**config.mk**
```make
export PLATFORM = sky130hd
export DESIGN_NAME = tcr_readout
export DESIGN_NICKNAME = d
export VERILOG_FILES = /design/src/hw/tcr_pkg.sv /design/src/hw/tcr_limit_store.sv /design/src/hw/tcr_readout.sv /design/src/hw/tcr_sync2.sv
export SDC_FILE = /design/constraint.sdc
export NUM_CORES = 1
export LEC_CHECK = 0
export BUFFER_PORTS_ARGS = -buffer_cell sky130_fd_sc_hd__buf_4
export CAP_MARGIN = 15
export CELL_PAD_IN_SITES_DETAIL_PLACEMENT = 1
export CELL_PAD_IN_SITES_GLOBAL_PLACEMENT = 1
export CORE_MARGIN = 3
export CORE_UTILIZATION = 52
export DETAILED_ROUTE_END_ITERATION = 8
export HOLD_SLACK_MARGIN = 0.02
export PLACE_DENSITY = 0.88
export SETUP_SLACK_MARGIN = 0.4
export SLEW_MARGIN = 15
export SYNTH_ARGS = -nofsm -noshare
export SYNTH_HDL_FRONTEND = slang
export SYNTH_SLANG_ARGS = --single-unit
export TNS_END_PERCENT = 5
```
**constraint.sdc**
```tcl
create_clock -name clk_in -period 7.9 [get_ports clk_in]
set_clock_uncertainty 0.15 [all_clocks]
set_input_delay 1.58 -clock clk_in [delete_from_list [all_inputs] [get_ports clk_in]]
set_output_delay 1.58 -clock clk_in [all_outputs]
set_load 0.05 [all_outputs]
```
**src/hw/tcr_pkg.sv**
```systemverilog
// Constants, types and shared functions of the temperature conversion readout.
package tcr_pkg;

    // ************************************************************
    // Register addresses
    // ************************************************************
    localparam logic [6:0] ADDR_CONFIG = 7'h00;
    localparam logic [6:0] ADDR_TEMP_LO = 7'h01;
    localparam logic [6:0] ADDR_TEMP_HI = 7'h02;
    localparam logic [6:0] ADDR_LIMIT_FIRST = 7'h03;
    localparam logic [6:0] ADDR_LIMIT_LAST = 7'h06;
    localparam int ADDR_WRITE_BIT = 7;

    // ************************************************************
    // Configuration fields and reset values
    // ************************************************************
    localparam int CFG_SD_BIT = 0;
    localparam int CFG_RES_LO_BIT = 1;
    localparam int CFG_RES_HI_BIT = 2;
    localparam int CFG_TM_BIT = 3;
    localparam int CFG_ONESHOT_BIT = 4;
    localparam logic [7:0] CFG_WRITE_MASK = 8'h1F;
    localparam logic [7:0] CFG_RESET = 8'h01;
    localparam logic [15:0] TEMP_RESET = 16'h0000;
    localparam logic [15:0] THIGH_RESET = 16'h5000;
    localparam logic [15:0] TLOW_RESET = 16'h4B00;

    // ************************************************************
    // Resolution codes and timing
    // ************************************************************
    localparam logic [1:0] RES_9BIT = 2'h0;
    localparam logic [1:0] RES_10BIT = 2'h1;
    localparam logic [1:0] RES_11BIT = 2'h2;
    localparam logic [1:0] RES_12BIT = 2'h3;
    localparam int CLK_FREQ_KHZ = 200000;
    localparam int CONV_TIME_9BIT_MS = 25;
    localparam int CONV_CYCLES_9BIT = CONV_TIME_9BIT_MS * CLK_FREQ_KHZ;
    localparam logic [2:0] BIT_LAST = 3'h7;

    typedef enum logic [0:0] {
        CONV_IDLE,
        CONV_RUN
    } tcr_conv_state_t;

    // Keeps the sign and the top magnitude bits, as many bits in all as the resolution selects.
    function automatic logic [15:0] tcr_res_mask(input logic [1:0] res);
        logic [15:0] mask;
        mask = 16'hFF80;
        if (res == RES_10BIT) begin
            mask = 16'hFFC0;
        end else if (res == RES_11BIT) begin
            mask = 16'hFFE0;
        end else if (res == RES_12BIT) begin
            mask = 16'hFFF0;
        end
        return mask;
    endfunction

endpackage

```
**src/hw/tcr_limit_store.sv**
```systemverilog
// Trip limit byte store with a registered byte-wide read port.
`timescale 1ns/1ps
module tcr_limit_store (
    input wire logic clk_in,
    input wire logic sys_rst_in,
    input wire logic wr_en_in,
    input wire logic [1:0] index_in,
    input wire logic [7:0] wr_data_in,
    output logic [7:0] rd_data_out,
    output logic [15:0] limit_high_out,
    output logic [15:0] limit_low_out
);
    import tcr_pkg::*;

    logic [7:0] mem [4];

    always_ff @(posedge clk_in or posedge sys_rst_in) begin
        if (sys_rst_in) begin
            mem[0] <= THIGH_RESET[7:0];
            mem[1] <= THIGH_RESET[15:8];
            mem[2] <= TLOW_RESET[7:0];
            mem[3] <= TLOW_RESET[15:8];
        end else if (wr_en_in) begin
            mem[index_in] <= wr_data_in;
        end
    end

    always_ff @(posedge clk_in or posedge sys_rst_in) begin
        if (sys_rst_in) begin
            rd_data_out <= 8'h00;
        end else begin
            rd_data_out <= mem[index_in];
        end
    end

    assign limit_high_out = {mem[1], mem[0]};
    assign limit_low_out = {mem[3], mem[2]};

endmodule

```
**src/hw/tcr_readout.sv**
```systemverilog
// Temperature conversion control, result register and serial readout.
`timescale 1ns/1ps
module tcr_readout #(
    parameter int CONV_BASE_CYCLES = tcr_pkg::CONV_CYCLES_9BIT
) (
    input wire logic clk_in,
    input wire logic sys_rst_in,
    input wire logic transfer_select_in,
    input wire logic sclk_in,
    input wire logic sdi_in,
    input wire logic interface_select_in,
    input wire logic [15:0] sensor_temp_in,
    output logic sdo_out,
    output logic sdo_oe_out,
    output logic thermal_alarm_out,
    output logic thermal_alarm_oe_out,
    output logic [7:0] config_out
);
    import tcr_pkg::*;

    // ************************************************************
    // Pin synchronisation
    // ************************************************************
    logic [3:0] pins_sync;
    logic sel_active;
    logic sclk_s;
    logic sdi_s;
    logic spi_mode;
    logic sclk_q;
    logic sclk_rise;
    logic sclk_fall;

    tcr_sync2 #(
        .WIDTH(4)
    ) u_sync (
        .clk_in(clk_in),
        .sys_rst_in(sys_rst_in),
        .async_in({interface_select_in, sdi_in, sclk_in, transfer_select_in}),
        .sync_out(pins_sync)
    );

    assign sel_active = pins_sync[0];
    assign sclk_s = pins_sync[1];
    assign sdi_s = pins_sync[2];
    assign spi_mode = pins_sync[3];

    always_ff @(posedge clk_in or posedge sys_rst_in) begin
        if (sys_rst_in) begin
            sclk_q <= 1'b0;
        end else begin
            sclk_q <= sclk_s;
        end
    end

    assign sclk_rise = sclk_s & ~sclk_q;
    assign sclk_fall = ~sclk_s & sclk_q;

    // ************************************************************
    // Serial receive and address phase
    // ************************************************************
    logic [2:0] rx_cnt;
    logic [7:0] rx_shift;
    logic [7:0] next_rx;
    logic have_addr;
    logic is_write;
    logic [6:0] addr;
    logic byte_done;
    logic wr_pulse;
    logic rd_pulse;

    always_comb begin
        if (spi_mode) begin
            next_rx = {rx_shift[6:0], sdi_s};
        end else begin
            next_rx = {sdi_s, rx_shift[7:1]};
        end
    end

    assign byte_done = sel_active & sclk_rise & (rx_cnt == BIT_LAST);

    always_ff @(posedge clk_in or posedge sys_rst_in) begin
        if (sys_rst_in) begin
            rx_cnt <= 3'h0;
            rx_shift <= 8'h00;
            have_addr <= 1'b0;
            is_write <= 1'b0;
            addr <= 7'h00;
        end else if (!sel_active) begin
            rx_cnt <= 3'h0;
            have_addr <= 1'b0;
            is_write <= 1'b0;
        end else if (sclk_rise) begin
            rx_shift <= next_rx;
            rx_cnt <= rx_cnt + 3'h1;
            if (rx_cnt == BIT_LAST) begin
                if (!have_addr) begin
                    have_addr <= 1'b1;
                    is_write <= next_rx[ADDR_WRITE_BIT];
                    addr <= next_rx[6:0];
                end else begin
                    addr <= addr + 7'h1;
                end
            end
        end
    end

    assign wr_pulse = byte_done & have_addr & is_write;
    assign rd_pulse = byte_done & ~have_addr & ~next_rx[ADDR_WRITE_BIT];

    // ************************************************************
    // Register read mux and limit store
    // ************************************************************
    logic [7:0] cfg;
    logic [15:0] temp_reg;
    logic [7:0] rd_byte;
    logic [7:0] limit_rd;
    logic [15:0] limit_high;
    logic [15:0] limit_low;
    logic limit_sel;
    logic [6:0] limit_offs;

    assign limit_sel = (addr >= ADDR_LIMIT_FIRST) && (addr <= ADDR_LIMIT_LAST);
    assign limit_offs = addr - ADDR_LIMIT_FIRST;

    tcr_limit_store u_limits (
        .clk_in(clk_in),
        .sys_rst_in(sys_rst_in),
        .wr_en_in(wr_pulse & limit_sel),
        .index_in(limit_offs[1:0]),
        .wr_data_in(next_rx),
        .rd_data_out(limit_rd),
        .limit_high_out(limit_high),
        .limit_low_out(limit_low)
    );

    always_comb begin
        if (addr == ADDR_CONFIG) begin
            rd_byte = cfg;
        end else if (addr == ADDR_TEMP_LO) begin
            rd_byte = temp_reg[7:0];
        end else if (addr == ADDR_TEMP_HI) begin
            rd_byte = temp_reg[15:8];
        end else if (limit_sel) begin
            rd_byte = limit_rd;
        end else begin
            rd_byte = 8'h00;
        end
    end

    // ************************************************************
    // Serial transmit
    // ************************************************************
    logic [2:0] tx_cnt;
    logic [7:0] tx_shift;

    always_ff @(posedge clk_in or posedge sys_rst_in) begin
        if (sys_rst_in) begin
            tx_cnt <= 3'h0;
            tx_shift <= 8'h00;
            sdo_out <= 1'b0;
            sdo_oe_out <= 1'b0;
        end else if (!sel_active || !have_addr || is_write) begin
            tx_cnt <= 3'h0;
            sdo_oe_out <= 1'b0;
        end else if (sclk_fall) begin
            tx_cnt <= tx_cnt + 3'h1;
            sdo_oe_out <= 1'b1;
            if (tx_cnt == 3'h0) begin
                if (spi_mode) begin
                    sdo_out <= rd_byte[7];
                    tx_shift <= {rd_byte[6:0], 1'b0};
                end else begin
                    sdo_out <= rd_byte[0];
                    tx_shift <= {1'b0, rd_byte[7:1]};
                end
            end else if (spi_mode) begin
                sdo_out <= tx_shift[7];
                tx_shift <= {tx_shift[6:0], 1'b0};
            end else begin
                sdo_out <= tx_shift[0];
                tx_shift <= {1'b0, tx_shift[7:1]};
            end
        end
    end

    // ************************************************************
    // Configuration register
    // ************************************************************
    logic conv_done;
    logic single_mode;
    logic cfg_wr;

    assign cfg_wr = wr_pulse & (addr == ADDR_CONFIG);
    assign single_mode = cfg[CFG_SD_BIT];

    always_ff @(posedge clk_in or posedge sys_rst_in) begin
        if (sys_rst_in) begin
            cfg <= CFG_RESET;
        end else if (cfg_wr) begin
            cfg <= next_rx & CFG_WRITE_MASK;
        end else if (conv_done && single_mode) begin
            cfg[CFG_ONESHOT_BIT] <= 1'b0;
        end
    end

    assign config_out = cfg;

    // ************************************************************
    // Conversion control
    // ************************************************************
    tcr_conv_state_t state;
    logic [31:0] conv_cnt;
    logic [31:0] conv_limit;
    logic [1:0] run_res;
    logic [15:0] conv_value;

    assign conv_limit = 32'(CONV_BASE_CYCLES) << run_res;
    assign conv_done = (state == CONV_RUN) && (conv_cnt == conv_limit - 32'h1);

    assign conv_value = sensor_temp_in & tcr_res_mask(run_res);

    always_ff @(posedge clk_in or posedge sys_rst_in) begin
        if (sys_rst_in) begin
            state <= CONV_IDLE;
            conv_cnt <= 32'h0;
            run_res <= RES_9BIT;
        end else begin
            case (state)
                CONV_IDLE: begin
                    conv_cnt <= 32'h0;
                    if (!single_mode || cfg[CFG_ONESHOT_BIT]) begin
                        state <= CONV_RUN;
                        run_res <= cfg[CFG_RES_HI_BIT:CFG_RES_LO_BIT];
                    end
                end
                CONV_RUN: begin
                    if (conv_done) begin
                        conv_cnt <= 32'h0;
                        run_res <= cfg[CFG_RES_HI_BIT:CFG_RES_LO_BIT];
                        if (single_mode) begin
                            state <= CONV_IDLE;
                        end
                    end else if (single_mode && !cfg[CFG_ONESHOT_BIT]) begin
                        state <= CONV_IDLE;
                    end else begin
                        conv_cnt <= conv_cnt + 32'h1;
                    end
                end
                default: begin
                    state <= CONV_IDLE;
                end
            endcase
        end
    end

    // ************************************************************
    // Result register
    // ************************************************************
    logic pending;
    logic [15:0] pending_value;

    always_ff @(posedge clk_in or posedge sys_rst_in) begin
        if (sys_rst_in) begin
            pending <= 1'b0;
            pending_value <= TEMP_RESET;
            temp_reg <= TEMP_RESET;
        end else if (conv_done) begin
            // two's complement code kept as is
            if (!sel_active) begin
                temp_reg <= conv_value;
                pending <= 1'b0;
            end else begin
                pending_value <= conv_value;
                pending <= 1'b1;
            end
        end else if (pending && !sel_active) begin
            temp_reg <= pending_value;
            pending <= 1'b0;
        end
    end

    // ************************************************************
    // Thermal alarm
    // ************************************************************
    logic alarm;
    logic expect_low;
    logic above_high;
    logic below_low;
    logic shutdown_wr;

    assign above_high = $signed(conv_value) > $signed(limit_high & tcr_res_mask(run_res));
    assign below_low = $signed(conv_value) < $signed(limit_low & tcr_res_mask(run_res));
    assign shutdown_wr = cfg_wr & next_rx[CFG_SD_BIT] & ~single_mode;

    // Interrupt mode clears on any read, but a crossing in the same cycle still wins.
    always_ff @(posedge clk_in or posedge sys_rst_in) begin
        if (sys_rst_in) begin
            alarm <= 1'b0;
            expect_low <= 1'b0;
        end else if (!cfg[CFG_TM_BIT]) begin
            expect_low <= 1'b0;
            if (conv_done && above_high) begin
                alarm <= 1'b1;
            end else if (conv_done && below_low) begin
                alarm <= 1'b0;
            end
        end else begin
            if (conv_done && !expect_low && above_high) begin
                alarm <= 1'b1;
                expect_low <= 1'b1;
            end else if (conv_done && expect_low && below_low) begin
                alarm <= 1'b1;
                expect_low <= 1'b0;
            end else if (rd_pulse || shutdown_wr) begin
                alarm <= 1'b0;
            end
        end
    end

    assign thermal_alarm_out = 1'b0;
    assign thermal_alarm_oe_out = alarm;

endmodule

```
**src/hw/tcr_sync2.sv**
```systemverilog
// Two flip-flop synchroniser for a group of asynchronous levels.
`timescale 1ns/1ps
module tcr_sync2 #(
    parameter int WIDTH = 1
) (
    input wire logic clk_in,
    input wire logic sys_rst_in,
    input wire logic [WIDTH-1:0] async_in,
    output logic [WIDTH-1:0] sync_out
);
    import tcr_pkg::*;

    logic [WIDTH-1:0] stage1;

    always_ff @(posedge clk_in or posedge sys_rst_in) begin
        if (sys_rst_in) begin
            stage1 <= '0;
            sync_out <= '0;
        end else begin
            stage1 <= async_in;
            sync_out <= stage1;
        end
    end

endmodule

```
After elaboration in Yosys (flattened, before gate mapping)
Cells that the tools add are included.

word-level totals
  bits of input ports = 22
  word-level logic and storage cells = 177
  output and inout bits = 12
  flip-flop bits (word level) = 157

cells by class
  reduce and logical (&&, ||, !) cells = 36
  magnitude comparators = 6
  equality and inequality tests = 16
  bitwise gates (word level) = 23
  add/sub/neg operators = 6
  multiplexer cells = 62
  shift-type cells = 1

operators by type and width
  cell                                                                   count
  8-bit two-way mux                                                      11
  32-bit two-way mux                                                     2
  32-bit one-hot mux with 2 select lines                                 1
  16-bit bitwise AND                                                     3
  16-bit two-way mux                                                     3
  32-bit by 1-bit adder with 32-bit output (second input constant)       1
  32-bit bitwise mux                                                     1
  32-bit == test                                                         1
  23-bit by 2-bit << shifter with 32-bit output (first input constant)   1
  32-bit by 1-bit subtractor with 32-bit output (second input constant)  1
  1-bit two-way mux                                                      30
  7-bit two-way mux                                                      4
  8-bit binary-select mux with 2-bit select                              1
  8-bit demux with 2-bit select                                          1
  16-bit > comparator                                                    1
  16-bit less-than comparator                                            1
  2-bit AND reduction                                                    7
  1-bit bitwise AND                                                      12
  1-bit logical AND                                                      12
  3-bit two-way mux                                                      4
  2-bit != test (second input constant)                                  6
  7-bit by 1-bit adder with 7-bit output (second input constant)         1
  7-bit by 1-bit == test with 1-bit output (second input constant)       1
  7-bit by 2-bit == test with 1-bit output (second input constant)       1
  24 further kinds                                                       43

Logic depth before layout (Yosys ltp)
  word-level depth = 14
  depth in mapped cells = 14
  mapped depth without buffers = 14

By module
From an unflattened synthesis, not the netlist that was laid out.

unflattened totals
  cells, all modules = 811
  area, all modules = 8245.4 µm²

modules (own cells, without submodules)
  module           sequential area each (µm²)  area an instance (µm²)  instances  cells an instance
  tcr_readout      2528.7                      6414.9                  1          715
  tcr_limit_store  1008.5                      1626.6                  1          87
  tcr_sync2        200.2                       203.9                   1          9

Least setup slack after synthesis
OpenSTA, ideal clock, no wires.

  path kind = input to register
  from = in sensor_temp_in[6]
  to = reg alarm (netlist: thermal_alarm_oe_out)
  slack = 4.547 ns
  buffers on the path = 0
  stages on the path = 10
  data arrival time = 3.047 ns
  required time = 7.594 ns
  library setup time = 0.156 ns
  cell sequence = nand2_1 > inv_1 > ha_1 > a21o_1 > a21oi_1 > a21oi_1 > a2111oi_0 > o211ai_1 > a21oi_1 > o221ai_1

on the way
  cells in the longest elaborated chain, start to end = 6
  elaborated cells between the ends (all ways) = 14
  classes of those cells = 2 x order compare; 1 x eq/ne; 4 x mux; 1 x bitwise; 6 x reduce/logical

ends and longest elaborated chain
  element                      RTL line            source
  start: declaration           tcr_readout.sv:12   input wire logic [15:0] sensor_temp_in,
  16-bit bitwise AND *         tcr_readout.sv:220  assign conv_value = sensor_temp_in & tcr_res_mask(run_res);
  net conv_value[6]            tcr_readout.sv:215  logic [15:0] conv_value;
  16-bit less-than comparator  tcr_readout.sv:292  assign below_low = $signed(conv_value) < $signed(limit_low & tcr_res_mask(run_res));
  1-bit logical AND            tcr_readout.sv:311  end else if (conv_done && expect_low && below_low) begin
  1-bit two-way mux            tcr_readout.sv:311
  1-bit two-way mux            tcr_readout.sv:308  if (conv_done && !expect_low && above_high) begin
  1-bit two-way mux            tcr_readout.sv:300  end else if (!cfg[CFG_TM_BIT]) begin
  end signal: assignment       tcr_readout.sv:303  alarm <= 1'b1;
  end signal: assignment       tcr_readout.sv:309  alarm <= 1'b1;
  end signal: assignment       tcr_readout.sv:312  alarm <= 1'b1;
  end: declaration             tcr_readout.sv:285  logic alarm;

The timed path passes the listed nets; every way through them passes the cells marked *.
A chain may end at the register's enable or synchronous reset.

Worst setup path in the final report
  from = reg run_res[1]
  to = reg pending_value[7]

on the way
  cells in the longest elaborated chain, start to end = 5

ends and longest elaborated chain
  element                                        RTL line            source
  start: declaration                             tcr_readout.sv:214  logic [1:0] run_res;
  start signal: assignment                       tcr_readout.sv:233  run_res <= cfg[CFG_RES_HI_BIT:CFG_RES_LO_BIT];
  start signal: assignment                       tcr_readout.sv:239  run_res <= cfg[CFG_RES_HI_BIT:CFG_RES_LO_BIT];
  23-bit by 2-bit << shifter with 32-bit output  tcr_readout.sv:217  assign conv_limit = 32'(CONV_BASE_CYCLES) << run_res;
  32-bit by 1-bit subtractor with 32-bit output  tcr_readout.sv:218  assign conv_done = (state == CONV_RUN) && (conv_cnt == conv_limit - 32'h1);
  32-bit == test                                 tcr_readout.sv:218
  1-bit logical AND                              tcr_readout.sv:218
  2-bit AND reduction (no line)                  -
  end signal: assignment                         tcr_readout.sv:273  pending_value <= conv_value;
  end: declaration                               tcr_readout.sv:260  logic [15:0] pending_value;

No other way between the ends.

==> run summary <==
Status = completed
Port bufs = 25
Worst skew pair latency = 440 ps
Fin. max-slew vios = 0
Clk Tree Root Cell = clkbuf_16
Max reg flops = 32
CP required = 8070 ps
Drc violations = 0
H-Tree Depth = 4
Worst-Margin Slew = 855 ps
FF+latch count, synth = 149
Synthesized netlist cell count = 808
Global-route usage over all layers = 0.291
Synth top area share = 0.459
Pwr Density = 199 nW/um2
Post-synth EDFFs = 0
Antenna viol nets, final = 0
Layout cells sized above 1 = 0.110
Max cap viols = 0
Synthesis warning total = 0
DRT iter0 DRCs = 383
Most common cell in the netlist = dfrtp_1
Slew HR = 0.414
Maximum vdd ir drop = 206 uV
Post-Syn Area = 7750 um2
RSZ-0062 raised after global routing = false
Tmin final = 3970 ps
Rows = 43
Cts hold-fix bufs = 0
Final Hold Viols = 0
GPL Wtd Cong = 0.859
Leakage power = 3.97 nW
Register area share after synthesis = 0.482
Grt met3 use = 0.0617
Setup Viol. Count Final = 0
Critical path class = reg -> reg
Vias = 6330
Top post-synthesis cells by area = dfrtp_1, ha_1, nand2_1
Placeable Area = 14200 um2
First-pass GRT wire length = 37.1 mm
Biggest register = conv_cnt
Post-CTS Resized = 0
Vias per cell = 6.21
Distinct cells, synth = 59
Nets = 889
Global routing usage on met1 = 0.356
WP data arrival = 4140 ps
Routing usage on met2 = 0.499
Setup crit end kind = flip-flop
Syn Area/Cell = 9.59 um2
First-pass iteration count of the detailed router = 5
Clock tree sinks = 149
Initial Util = 0.545
Startpoint Class = flip-flop
Final setup TNS = 0 ps
Share of synthesized registers carrying an async set or reset = 1.00
Setup Fix Bufs, Post-CTS = 0
DIE HEIGHT = 128 um
Clock buffer depth = 2
Total grt overflow = 0
Ant diodes = 0
Vias in the first global route = 6926
CTS tree = yes
Drt wl/cell = 22.3 um
Synth-to-Final Area Change = 12.1%
Final core occ = 0.612
Hold crit path type = reg -> reg
Final HPWL DP = 15.4 mm
Ys flop type = dfrtp_1
Fmax = 0.252 GHz
Pin count of the biggest net entering global routing = 86
Final period util = 0.503
Ports = 34
Routed WL = 22.7 mm
Initial antenna violation count = 0
Clock transition at path regs = 70 ps
Die area = 16400 um2
Cell taking the most area after synthesis = dfrtp_1
Max Fanout on Critical Path = 27
CTS buffer count = 17
Die W = 128 um
Synth top cells by count = dfrtp_1, nand2_1, o21ai_0
Global route hottest layer = met2
Power Total = 1.73 mW
[placed cells by master, fill, tap and decap left out, drive strengths merged, types with 3 or more instances in the layout]
cell	synthesis	final
conb	1	4
nand4	10	10
nand3	34	34
mux2	12	12
and2	3	3
a31oi	11	11
a22o	4	4
nor2b	6	6
mux2i	15	15
o22ai	3	3
a32o	3	3
a32oi	4	4
nor3	18	18
nor4	3	3
xor2	25	25
and3	13	13
a21oi	27	27
dfstp	7	7
and4	5	5
clkbuf	27	17
clkinv	1	4
nor2	76	76
nand2	116	116
or3	5	5
nand2b	5	5
xnor2	15	15
dfrtp	142	142
a21o	4	4
mux4	8	8
inv	46	55
ha	41	41
o21ai	80	80
a211o	5	5
buf	6	29
[where the power goes]
| part | switching, mW | internal (mW) |
|---|---|---|
| Sequential | 0.0119 | 0.775 |
| Clock | 0.373 | 0.481 |
| Combinational | 0.0620 | 0.0242 |
[per-stage QoR]
| stage | hold slack, ps | setup slack (ps) | instances | cell area (um2) |
|---|---|---|---|---|
| after floorplan | 181 | 2170 | 811 | 7760 |
| after CTS | 204 | 3920 | 1019 | 8680 |
| final | 202 | 3930 | 1019 | 8690 |
| after detailed placement | 188 | 3790 | 987 | 8070 |
| after global placement | 183 | 3930 | 987 | 8070 |
| after global routing | 209 | 3650 | 1019 | 8690 |
[path summary, 6_finish.rpt]
path                                                  from                                    end  slack (ps)  cells after the start
worst max register to register      run_res[1]$_DFFE_PP0P_           pending_value[7]$_DFFE_PP0P_        3930                     10
min in group asynchronous                       sys_rst_in           pending_value[9]$_DFFE_PP0P_        1080                      2
max in group asynchronous                       sys_rst_in  u_limits.limit_low_out[7]$_DFFE_PP0P_        5320                      3
worst min-delay path            u_sync.stage1[2]$_DFF_PP0_           u_sync.sync_out[2]$_DFF_PP0_         200                      0
worst max-delay path                run_res[1]$_DFFE_PP0P_           pending_value[7]$_DFFE_PP0P_        3930                     10
worst min register to register  u_sync.stage1[2]$_DFF_PP0_           u_sync.sync_out[2]$_DFF_PP0_         200                      0
[worst max-delay path: stages, from the launching register on]
cell,delay [ps]
dfrtp_1,480
inv_1,150
ha_1,240
inv_1,170
ha_1,270
xor2_1,130
nand3_1,170
nor4b_2,340
nand4_2,630
or2_1,710
mux2_1,420
[routing by layer]
layer	wire length (um)	up-vias
li1	-	2834
met4	841	0
met1	9110	3249
met3	1000	59
met2	11800	188
met5	0	-
[layout make-up]
type	count	area, um2
fillers	1608	5520
inverters	47	181
clock inverters	15	186
multi-input cells	582	3710
repair buffers	29	221
well taps	180	225
clock buffers	17	425
flip-flops and latches	149	3740
[cell families after synthesis]
group / count (synthesis) / synth area share
other: 1 / 0.000484
DFF: 149 / 0.482
muxes: 35 / 0.0601
adders and majority gates: 41 / 0.0662
AOI/OAI and AO/OA: 159 / 0.123
buffers and inverters: 80 / 0.0418
xor gates and xnor gates: 40 / 0.0452
and+or+nand+nor: 303 / 0.180
Power figures use the tool's default switching activity.
